$ cat src/hdl/rts_pkg.sv
// Constants, carrier types and state codes shared by the section trail source
package rts_pkg;
  // Clock and link timing
  localparam int CLK_PERIOD_NS   = 100;   // System clock period
  localparam int LINK_PERIOD_NS  = 800;   // Byte period of the adapted input
  localparam int FRAME_PERIOD_US = 125;   // Nominal frame period
  localparam int OUT_HALF_CYC    = (LINK_PERIOD_NS / CLK_PERIOD_NS) / 2;
  localparam logic [3:0] OUT_HALF_LAST = 4'(OUT_HALF_CYC - 1);
  localparam logic [3:0] OUT_CNT_RST   = 4'h0;

  // Frame geometry, rows and columns counted from one
  localparam logic [3:0]  ROW_FIRST     = 4'h1;
  localparam logic [3:0]  ROW_SECOND    = 4'h2;
  localparam logic [3:0]  ROW_LAST      = 4'h9;
  localparam logic [12:0] COL_FIRST     = 13'h0001;
  localparam logic [12:0] COL_LAST      = 13'h10e0;  // 4320 columns
  localparam logic [12:0] A1_LAST_COL   = 13'h0030;  // End of first alignment run
  localparam logic [12:0] A2_LAST_COL   = 13'h0060;  // End of second alignment run
  localparam logic [12:0] TRACE_COL     = 13'h0061;  // Section trace byte column
  localparam logic [12:0] PARITY_COL    = 13'h0001;  // Parity byte column, row two
  localparam logic [12:0] SOH_LAST_COL  = 13'h0090;  // Last unscrambled row-one column
  localparam logic [12:0] SCR_START_COL = 13'h0091;  // Scrambler reset column

  // Byte values
  localparam logic [7:0] FIRST_ALIGN_VALUE  = 8'hf6;
  localparam logic [7:0] SECOND_ALIGN_VALUE = 8'h28;
  localparam logic [7:0] BYTE_RST           = 8'h00;
  localparam logic [6:0] SCR_SEED           = 7'h7f;  // All stages set
  localparam logic [7:0] SCR_FIRST_KEY      = 8'hfe;  // Key byte right after seeding

  // Buffer shape
  localparam int FIFO_DEPTH = 16;

  // One byte of the section stream with its frame marker
  typedef struct packed {
    logic       frame_start;
    logic [7:0] data;
  } rts_byte_t;
  localparam int WORD_W = $bits(rts_byte_t);

  // Output pacing states
  typedef enum logic [2:0] {
    OUT_IDLE = 3'b001,
    OUT_LOW  = 3'b010,
    OUT_HIGH = 3'b100
  } rts_out_state_t;
endpackage

$ cat src/hdl/rts_fifo.sv
// Byte FIFO with registered head word, valid/ready on both sides
`timescale 1ns/100ps
module rts_fifo #(
  parameter int WIDTH = 9,
  parameter int DEPTH = 16
) (
  input  wire logic             clk,
  input  wire logic             nrst,
  input  wire logic             en,
  input  wire logic             in_valid,
  output logic                  in_ready,
  input  wire logic [WIDTH-1:0] in_data,
  output logic                  out_valid,
  input  wire logic             out_ready,
  output logic [WIDTH-1:0]      out_data
);
  localparam int PW = $clog2(DEPTH);
  localparam int CW = $clog2(DEPTH + 1);
  localparam logic [CW-1:0] FULL_CNT = CW'(DEPTH);

  logic [WIDTH-1:0] mem [DEPTH];   // Storage behind the head word
  logic [PW-1:0]    wr_reg, wr_next;
  logic [PW-1:0]    rd_reg, rd_next;
  logic [CW-1:0]    cnt_reg, cnt_next;
  logic             hv_reg, hv_next;      // Head word valid
  logic [WIDTH-1:0] head_reg, head_next;  // Head word, read data register
  logic             push;                 // Accepted write
  logic             bypass;               // Write goes straight to head
  logic             refill;               // Head reloads from storage

  assign in_ready  = (cnt_reg != FULL_CNT);
  assign out_valid = hv_reg;
  assign out_data  = head_reg;

  // Next pointers, count and head
  always_comb begin
    push      = in_valid && in_ready;
    refill    = (!hv_reg || out_ready) && (cnt_reg != '0);
    bypass    = (!hv_reg || out_ready) && (cnt_reg == '0) && push;
    wr_next   = wr_reg;
    rd_next   = rd_reg;
    cnt_next  = cnt_reg;
    hv_next   = hv_reg;
    head_next = head_reg;
    if (!hv_reg || out_ready) begin
      // Head free or leaving
      if (refill) begin
        head_next = mem[rd_reg];
        rd_next   = rd_reg + 1'b1;
        hv_next   = 1'b1;
      end else if (bypass) begin
        head_next = in_data;
        hv_next   = 1'b1;
      end else begin
        hv_next = 1'b0;
      end
    end
    if (push && !bypass) begin
      wr_next = wr_reg + 1'b1;
    end
    cnt_next = cnt_reg + CW'(push && !bypass) - CW'(refill);
  end

  // State registers
  always_ff @(posedge clk or negedge nrst) begin
    if (!nrst) begin
      wr_reg   <= '0;
      rd_reg   <= '0;
      cnt_reg  <= '0;
      hv_reg   <= 1'b0;
      head_reg <= '0;
    end else if (en) begin
      wr_reg   <= wr_next;
      rd_reg   <= rd_next;
      cnt_reg  <= cnt_next;
      hv_reg   <= hv_next;
      head_reg <= head_next;
    end
  end

  // Storage write, no reset needed
  always_ff @(posedge clk) begin
    if (en && push && !bypass) begin
      mem[wr_reg] <= in_data;
    end
  end
endmodule // rts_fifo

$ cat src/hdl/rts_trail_source.sv
// Section trail source: alignment, trace, parity, scrambling and byte output
`timescale 1ns/100ps
module rts_trail_source (
  input  wire logic       clk,
  input  wire logic       nrst,
  input  wire logic       en,
  input  wire logic [7:0] adapted_in_data,
  input  wire logic       adapted_in_clock,
  input  wire logic       adapted_in_frame_start,
  input  wire logic [7:0] transmitted_trace_id,
  output logic [7:0]      section_out_data,
  output logic            section_out_clock,
  output logic            section_out_frame_start,
  output logic            byte_dropped
);
  // Input synchronisers, two stages each
  logic [7:0] din_s1_reg, din_s2_reg;      // Data
  logic       ck_s1_reg, ck_s2_reg;        // Link clock
  logic       ck_s3_reg;                   // Link clock edge history
  logic       fs_s1_reg, fs_s2_reg;        // Frame start
  logic [7:0] ti_s1_reg, ti_s2_reg;        // Trace identifier
  logic       link_stb;                    // Rising link clock seen
  logic       take;                        // Byte accepted by framer

  // Framer state
  logic [3:0]       row_reg, row_next;
  logic [12:0]      col_reg, col_next;
  logic [3:0]       pos_row;               // Position of incoming byte
  logic [12:0]      pos_col;
  logic             seen_reg, seen_next;   // First frame start received
  logic [6:0]       scr_reg, scr_next;     // Scrambler stages one to seven
  logic [7:0]       acc_reg, acc_next;     // Parity of frame in progress
  logic [7:0]       bip_reg, bip_next;     // Parity of previous frame
  rts_pkg::rts_byte_t frm_reg, frm_next;   // Framed byte toward FIFO
  logic             fv_reg, fv_next;       // Framed byte valid
  logic             drop_reg, drop_next;   // Sticky overflow flag
  logic [7:0]       pre_byte;              // Byte before scrambling
  logic             in_soh;                // Unscrambled row-one overhead
  logic             at_seed;               // Scrambler reset point
  logic [14:0]      scr_res;               // Scrambler state and byte
  logic [7:0]       scr_byte;              // Byte as sent
  logic [6:0]       scr_after;             // Scrambler state after byte

  // FIFO hookup
  logic               fifo_in_ready;
  logic               fifo_out_valid;
  logic               pop;
  rts_pkg::rts_byte_t fifo_head;

  // Output pacing
  rts_pkg::rts_out_state_t st_reg, st_next;
  logic [3:0]  cnt_reg, cnt_next;
  logic        oclk_reg, oclk_next;
  logic [7:0]  odata_reg, odata_next;
  logic        ofs_reg, ofs_next;

  // Serial scrambler stepped eight times, MSB first
  function automatic logic [14:0] scramble_byte(input logic [6:0] st, input logic [7:0] d);
    logic [6:0] s;
    logic [7:0] o;
    s = st;
    o = d;
    for (int i = 7; i >= 0; i--) begin
      o[i] = d[i] ^ s[6];
      s    = {s[5:0], s[6] ^ s[5]};
    end
    return {s, o};
  endfunction

  // Pin synchronisers; first stages feed only second stages
  always_ff @(posedge clk or negedge nrst) begin
    if (!nrst) begin
      din_s1_reg <= rts_pkg::BYTE_RST;
      din_s2_reg <= rts_pkg::BYTE_RST;
      ck_s1_reg  <= 1'b0;
      ck_s2_reg  <= 1'b0;
      ck_s3_reg  <= 1'b0;
      fs_s1_reg  <= 1'b0;
      fs_s2_reg  <= 1'b0;
      ti_s1_reg  <= rts_pkg::BYTE_RST;
      ti_s2_reg  <= rts_pkg::BYTE_RST;
    end else if (en) begin
      din_s1_reg <= adapted_in_data;
      din_s2_reg <= din_s1_reg;
      ck_s1_reg  <= adapted_in_clock;
      ck_s2_reg  <= ck_s1_reg;
      ck_s3_reg  <= ck_s2_reg;
      fs_s1_reg  <= adapted_in_frame_start;
      fs_s2_reg  <= fs_s1_reg;
      ti_s1_reg  <= transmitted_trace_id;
      ti_s2_reg  <= ti_s1_reg;
    end
  end

  // Byte strobe on link clock rising edge
  assign link_stb = ck_s2_reg && !ck_s3_reg;
  assign take     = link_stb && (fs_s2_reg || seen_reg);

  // Position of the byte now arriving
  always_comb begin
    pos_row = row_reg;
    pos_col = col_reg + 13'h0001;
    if (fs_s2_reg) begin
      // Frame start marks row one, column one
      pos_row = rts_pkg::ROW_FIRST;
      pos_col = rts_pkg::COL_FIRST;
    end else if (col_reg == rts_pkg::COL_LAST) begin
      // Wrap to next row
      pos_col = rts_pkg::COL_FIRST;
      pos_row = (row_reg == rts_pkg::ROW_LAST) ? rts_pkg::ROW_FIRST : row_reg + 4'h1;
    end
  end

  // Overhead insertion and scrambling of one byte
  always_comb begin
    in_soh  = (pos_row == rts_pkg::ROW_FIRST) && (pos_col <= rts_pkg::SOH_LAST_COL);
    at_seed = (pos_row == rts_pkg::ROW_FIRST) && (pos_col == rts_pkg::SCR_START_COL);
    // Undefined channel and reserved bytes pass as received
    pre_byte = din_s2_reg;
    if (pos_row == rts_pkg::ROW_FIRST && pos_col <= rts_pkg::A1_LAST_COL) begin
      pre_byte = rts_pkg::FIRST_ALIGN_VALUE;
    end else if (pos_row == rts_pkg::ROW_FIRST && pos_col <= rts_pkg::A2_LAST_COL) begin
      pre_byte = rts_pkg::SECOND_ALIGN_VALUE;
    end else if (pos_row == rts_pkg::ROW_FIRST && pos_col == rts_pkg::TRACE_COL) begin
      pre_byte = ti_s2_reg;
    end else if (pos_row == rts_pkg::ROW_SECOND && pos_col == rts_pkg::PARITY_COL) begin
      pre_byte = bip_reg;
    end
    // Seed at reset point, then keep stepping
    scr_res   = scramble_byte(at_seed ? rts_pkg::SCR_SEED : scr_reg, pre_byte);
    scr_byte  = in_soh ? pre_byte : scr_res[7:0];
    scr_after = in_soh ? scr_reg : scr_res[14:8];
  end

  // Framer next state
  always_comb begin
    row_next  = row_reg;
    col_next  = col_reg;
    seen_next = seen_reg;
    scr_next  = scr_reg;
    acc_next  = acc_reg;
    bip_next  = bip_reg;
    frm_next  = frm_reg;
    fv_next   = fv_reg;
    drop_next = drop_reg;
    if (fv_reg && fifo_in_ready) begin
      // FIFO took the framed byte
      fv_next = 1'b0;
    end
    if (take) begin
      // Position advances on every byte, scrambler only outside row-one overhead
      row_next  = pos_row;
      col_next  = pos_col;
      seen_next = 1'b1;
      scr_next  = scr_after;
      if (fs_s2_reg) begin
        // Close previous frame parity, start new one
        bip_next = acc_reg;
        acc_next = scr_byte;
      end else begin
        acc_next = acc_reg ^ scr_byte;
      end
      if (fv_reg && !fifo_in_ready) begin
        // FIFO still full, byte lost
        drop_next = 1'b1;
      end else begin
        frm_next.data        = scr_byte;
        frm_next.frame_start = fs_s2_reg;
        fv_next              = 1'b1;
      end
    end
  end

  // Framer registers
  always_ff @(posedge clk or negedge nrst) begin
    if (!nrst) begin
      row_reg  <= rts_pkg::ROW_FIRST;
      col_reg  <= rts_pkg::COL_FIRST;
      seen_reg <= 1'b0;
      scr_reg  <= rts_pkg::SCR_SEED;
      acc_reg  <= rts_pkg::BYTE_RST;
      bip_reg  <= rts_pkg::BYTE_RST;
      frm_reg  <= '0;
      fv_reg   <= 1'b0;
      drop_reg <= 1'b0;
    end else if (en) begin
      row_reg  <= row_next;
      col_reg  <= col_next;
      seen_reg <= seen_next;
      scr_reg  <= scr_next;
      acc_reg  <= acc_next;
      bip_reg  <= bip_next;
      frm_reg  <= frm_next;
      fv_reg   <= fv_next;
      drop_reg <= drop_next;
    end
  end

  // Sixteen-byte storage plus head word between framer and output pacing
  rts_fifo #(
    .WIDTH (rts_pkg::WORD_W),
    .DEPTH (rts_pkg::FIFO_DEPTH)
  ) u_fifo (
    .clk       (clk),
    .nrst      (nrst),
    .en        (en),
    .in_valid  (fv_reg),
    .in_ready  (fifo_in_ready),
    .in_data   (frm_reg),
    .out_valid (fifo_out_valid),
    .out_ready (pop),
    .out_data  (fifo_head)
  );

  // Output pacing: data changes on falling clock, stable at rising
  always_comb begin
    st_next    = st_reg;
    cnt_next   = cnt_reg;
    oclk_next  = oclk_reg;
    odata_next = odata_reg;
    ofs_next   = ofs_reg;
    pop        = 1'b0;
    unique case (st_reg)
      rts_pkg::OUT_IDLE: begin
        // Wait for a byte, clock parked high
        if (fifo_out_valid) begin
          pop        = 1'b1;
          odata_next = fifo_head.data;
          ofs_next   = fifo_head.frame_start;
          oclk_next  = 1'b0;
          cnt_next   = rts_pkg::OUT_CNT_RST;
          st_next    = rts_pkg::OUT_LOW;
        end
      end
      rts_pkg::OUT_LOW: begin
        // Low half period
        if (cnt_reg == rts_pkg::OUT_HALF_LAST) begin
          oclk_next = 1'b1;
          cnt_next  = rts_pkg::OUT_CNT_RST;
          st_next   = rts_pkg::OUT_HIGH;
        end else begin
          cnt_next = cnt_reg + 4'h1;
        end
      end
      rts_pkg::OUT_HIGH: begin
        // High half period, then next byte or idle
        if (cnt_reg != rts_pkg::OUT_HALF_LAST) begin
          cnt_next = cnt_reg + 4'h1;
        end else if (fifo_out_valid) begin
          pop        = 1'b1;
          odata_next = fifo_head.data;
          ofs_next   = fifo_head.frame_start;
          oclk_next  = 1'b0;
          cnt_next   = rts_pkg::OUT_CNT_RST;
          st_next    = rts_pkg::OUT_LOW;
        end else begin
          st_next = rts_pkg::OUT_IDLE;
        end
      end
      default: begin
        // Illegal one-hot code recovers to idle
        st_next = rts_pkg::OUT_IDLE;
      end
    endcase
  end

  // Output registers
  always_ff @(posedge clk or negedge nrst) begin
    if (!nrst) begin
      st_reg    <= rts_pkg::OUT_IDLE;
      cnt_reg   <= rts_pkg::OUT_CNT_RST;
      oclk_reg  <= 1'b1;
      odata_reg <= rts_pkg::BYTE_RST;
      ofs_reg   <= 1'b0;
    end else if (en) begin
      st_reg    <= st_next;
      cnt_reg   <= cnt_next;
      oclk_reg  <= oclk_next;
      odata_reg <= odata_next;
      ofs_reg   <= ofs_next;
    end
  end

  assign section_out_data        = odata_reg;
  assign section_out_clock       = oclk_reg;
  assign section_out_frame_start = ofs_reg;
  assign byte_dropped            = drop_reg;
endmodule // rts_trail_source

$ cat config.mk
export PLATFORM = sky130hd
export DESIGN_NAME = rts_trail_source
export DESIGN_NICKNAME = d
export VERILOG_FILES = /design/src/hdl/rts_pkg.sv /design/src/hdl/rts_fifo.sv /design/src/hdl/rts_trail_source.sv
export SDC_FILE = /design/constraint.sdc
export NUM_CORES = 1
export LEC_CHECK = 0
export ABC_AREA = 1
export BUFFER_PORTS_ARGS = -buffer_cell sky130_fd_sc_hd__buf_2
export CORE_UTILIZATION = 65
export CTS_CLUSTER_DIAMETER = 120
export CTS_CLUSTER_SIZE = 10
export DETAILED_ROUTE_END_ITERATION = 8
export PLACE_DENSITY = 0.8
export SLEW_MARGIN = 10
export SYNTH_ARGS = -nofsm -noshare
export SYNTH_HDL_FRONTEND = slang
export SYNTH_SLANG_ARGS = --single-unit
$ cat constraint.sdc
create_clock -name clk -period 9.7 [get_ports clk]
set_input_delay 1.455 -clock clk [delete_from_list [all_inputs] [get_ports clk]]
set_output_delay 1.455 -clock clk [all_outputs]
set_load 0.005 [all_outputs]
==> summary.md <==
| Metric | Value |
|---|---|
| Outcome | `finished clean` |
| Core ar. | `0.01946 mm²` |
| Post-Place Cells | `1584` |
| Fraction of final layout cells sized beyond drive strength 1 | `0.1403` |
| DIE WIDTH | `143.0 µm` |
| Routed len/inst | `16.48 µm` |
| Worst-Skew Late Latency | `0.55 ns` |
| Synthesized cell area | `0.01291 mm²` |
| Max FFs per register | `144` |
| TritonCTS buffer count | `31` |
| Hold_buf cts | `0` |
| H-tree depth | `1` |
| Wirelength, routed | `27050 µm` |
| Hold Violations, Final | `0` |
| Initial antenna violation count | `0` |
| Final non-filler cell total | `1641` |
| HP Class | `reg2reg` |
| Async SR Flop Fraction | `0.4725` |
| Overflow after GRT | `0` |
| Vias per cell | `5.679` |
| Post-CTS setup buffer count | `0` |
| Slew Limit Fails | `0` |
| Clk pin slew, worst setup/hold paths | `0.07 ns` |
| Count of cells resized by post-cts repair | `0` |
| TritonCTS sink count | `273` |
| Reg2reg setup slack | `6.12 ns` |
| Detail Route Antenna Nets | `0` |
| CTS Root Cell | `clkbuf_16` |
| Final GP Congestion | `0.8713` |
| Max Clock Freq | `279.3 MHz` |
| Fin crit period | `3.580 ns` |
| First-pass GRT wire length | `43820 µm` |
| Yosys cell types | `43` |
| Setup TNS | `0 ns` |
| Syn nets | `1368` |
| Syn Inst Count | `1332` |
| IO Port Bufs | `31` |
| Average cell area after synthesis | `9.695 µm²` |
| Post-synthesis sequential area ratio | `0.5859` |
| Tcrit/Tclk final | `0.3691` |
| Hold path cells | `2` |
| Worst Setup End Kind | `register` |
| Synthesized flop and latch total | `273` |
| Max cap viols | `0` |
| Die Outline Area | `0.02043 mm²` |
| Vias in the first global route | `8751` |
| FF-to-FF path depth | `19` |
| Peak VDD IR | `0.1893 mV` |
| DP HPWL | `17000 µm` |
| Hold Path End | `fs_s1_reg` |
| Clock buffer depth | `3` |
| Final setup violation count | `0` |
| CP Launch Type | `register` |
| Reg2Reg Launch Point | `cnt_reg[0]` |
| EDFF count, synth | `144` |
| Total I/O pin count | `32` |
| Start point of the worst hold path | `fs_s1_reg` |
| CP Max Fanout | `19` |
| Lkg Pwr | `5.947 nW` |
| Num rows | `51` |
| DRC Markers | `0` |
| Largest net degree at the start of global routing | `75` |
| Violation count after the first detailed-route iteration | `811` |
| Post-layout nets | `1388` |
| CTS tree | `built` |
| Critical Path RT | `10.18 ns` |
| Most frequent cells in the layout | `nand2_1, o21ai_0, edfxtp_1` |
| Die Y | `143.0 µm` |
| Area growth, synth to finish | `9.447%` |
| PwrDens | `291.2 mW/mm²` |
| Vias after detailed routing | `9319` |
| Top FF cell, synth | `edfxtp_1` |
| DRT Pass-1 Iters | `5` |
| Ys Warns | `0` |
| CP Class | `reg2reg` |
| # diodes | `0` |
| GRT Util Overall | `0.2766` |
| CP Data Arrival Time | `4.06 ns` |
| Rel. slew slack | `0.1652` |
| Worst reg2reg endpoint | `u_fifo.cnt_reg[4]` |
| Initial Util | `0.6635` |
| Final Skew | `0.01543 ns` |
| Commonest non-fill, non-tap cell in the layout | `nand2_1` |
| Least-Margin Pin Slew | `1.251 ns` |
| Setup repair after global routing missed its margin | `false` |
## worst max-delay path by stage
stage,startpoint,end,slack (ns),depth (start not counted)
floorplan,cnt_reg[0],u_fifo.cnt_reg[4],6.58,20
global placement,en,frm_reg[2],5.75,9
detailed placement,en,frm_reg[2],5.67,9
CTS,cnt_reg[0],u_fifo.cnt_reg[4],6.13,19
global route,u_fifo.cnt_reg[3],u_fifo.cnt_reg[4],5.79,19
finish,cnt_reg[0],u_fifo.cnt_reg[4],6.12,19
## report_power, final
| part | switching, W | internal, W |
|---|---|---|
| Sequential | 0.000215 | 0.00151 |
| Clock | 0.000440 | 0.000597 |
| Combinational | 0.000912 | 0.000442 |
## layer usage
metal,up-vias,track usage,part of all wire
li1,4556,-,-
met1,4409,0.3620,0.42
met2,293,0.4765,0.49
met3,61,0.03018,0.055
met4,0,0.1058,0.035
met5,-,0,0
## cell usage after synthesis (11+ instances only)
master | number | area, µm²
clkbuf_1 | 40 | 150.1
dfrtp_1 | 118 | 2953
edfxtp_1 | 144 | 4324
nand4_1 | 19 | 118.9
nand3_1 | 79 | 395.4
nand3_2 | 19 | 190.2
o221ai_1 | 25 | 219.0
nand2_1 | 307 | 1152
nand2_2 | 38 | 237.7
inv_1 | 102 | 382.9
o211ai_1 | 21 | 157.7
dfstp_2 | 11 | 289.0
o22ai_1 | 12 | 75.07
o21ai_0 | 145 | 725.7
ha_1 | 14 | 175.2
nor2_4 | 11 | 123.9
nor2_1 | 134 | 503.0
xor2_1 | 12 | 105.1
## worst max-delay path, cell delays in order (launching register included)
cell      delay, ns
dfrtp_1        0.41
ha_1           0.22
nand2_1        0.08
nor2_1         0.06
nand2_1        0.08
nand3_1        0.11
nand2_1        0.09
clkinv_1       0.42
ha_1           0.47
inv_1          0.06
ha_1           0.16
inv_1          0.06
fa_1           0.37
or2_2          0.33
a21oi_1        0.14
nor2_1         0.07
nand2_1        0.05
nand2_1        0.05
nor2_1         0.14
xor2_1         0.15
## logic make-up after synthesis
group                      count (synthesis)  synth area share
muxes                                      9          0.007751
adders and majority gates                 15           0.01512
and+or+nand+nor                          635            0.2324
AOI/OAI and AO/OA                        218           0.09825
buffers and inverters                    168           0.05048
xor gates and xnor gates                  14           0.01008
DFF                                      273            0.5859
## area by class of cell
type | instances | area [µm²]
Fill cell | 1414 | 5329
Clock buffer | 55 | 865.8
Multi-Input combinational cell | 891 | 4696
Tap cell | 265 | 331.6
Clock inverter | 2 | 17.52
Timing Repair Buffer | 38 | 214.0
Inverter | 117 | 441.7
Sequential cell | 273 | 7567
## through the flow
step | cell area, µm² | hold WS [ns] | util | total power, W | worst slack (ns)
floorplan | 12910 | 0.4407 | - | 0.002679 | 6.578
finish | 14130 | 0.4658 | 0.7262 | 0.004116 | 6.120
global route | 14130 | 0.4865 | 0.7262 | 0.004371 | 5.787
detailed placement | 13250 | 0.4587 | 0.6808 | 0.003076 | 5.667
CTS | 14130 | 0.4724 | 0.7262 | 0.004120 | 6.128
global placement | 13250 | 0.4485 | 0.6808 | 0.003022 | 5.748
No activity file was read; power rests on OpenSTA's default activity.
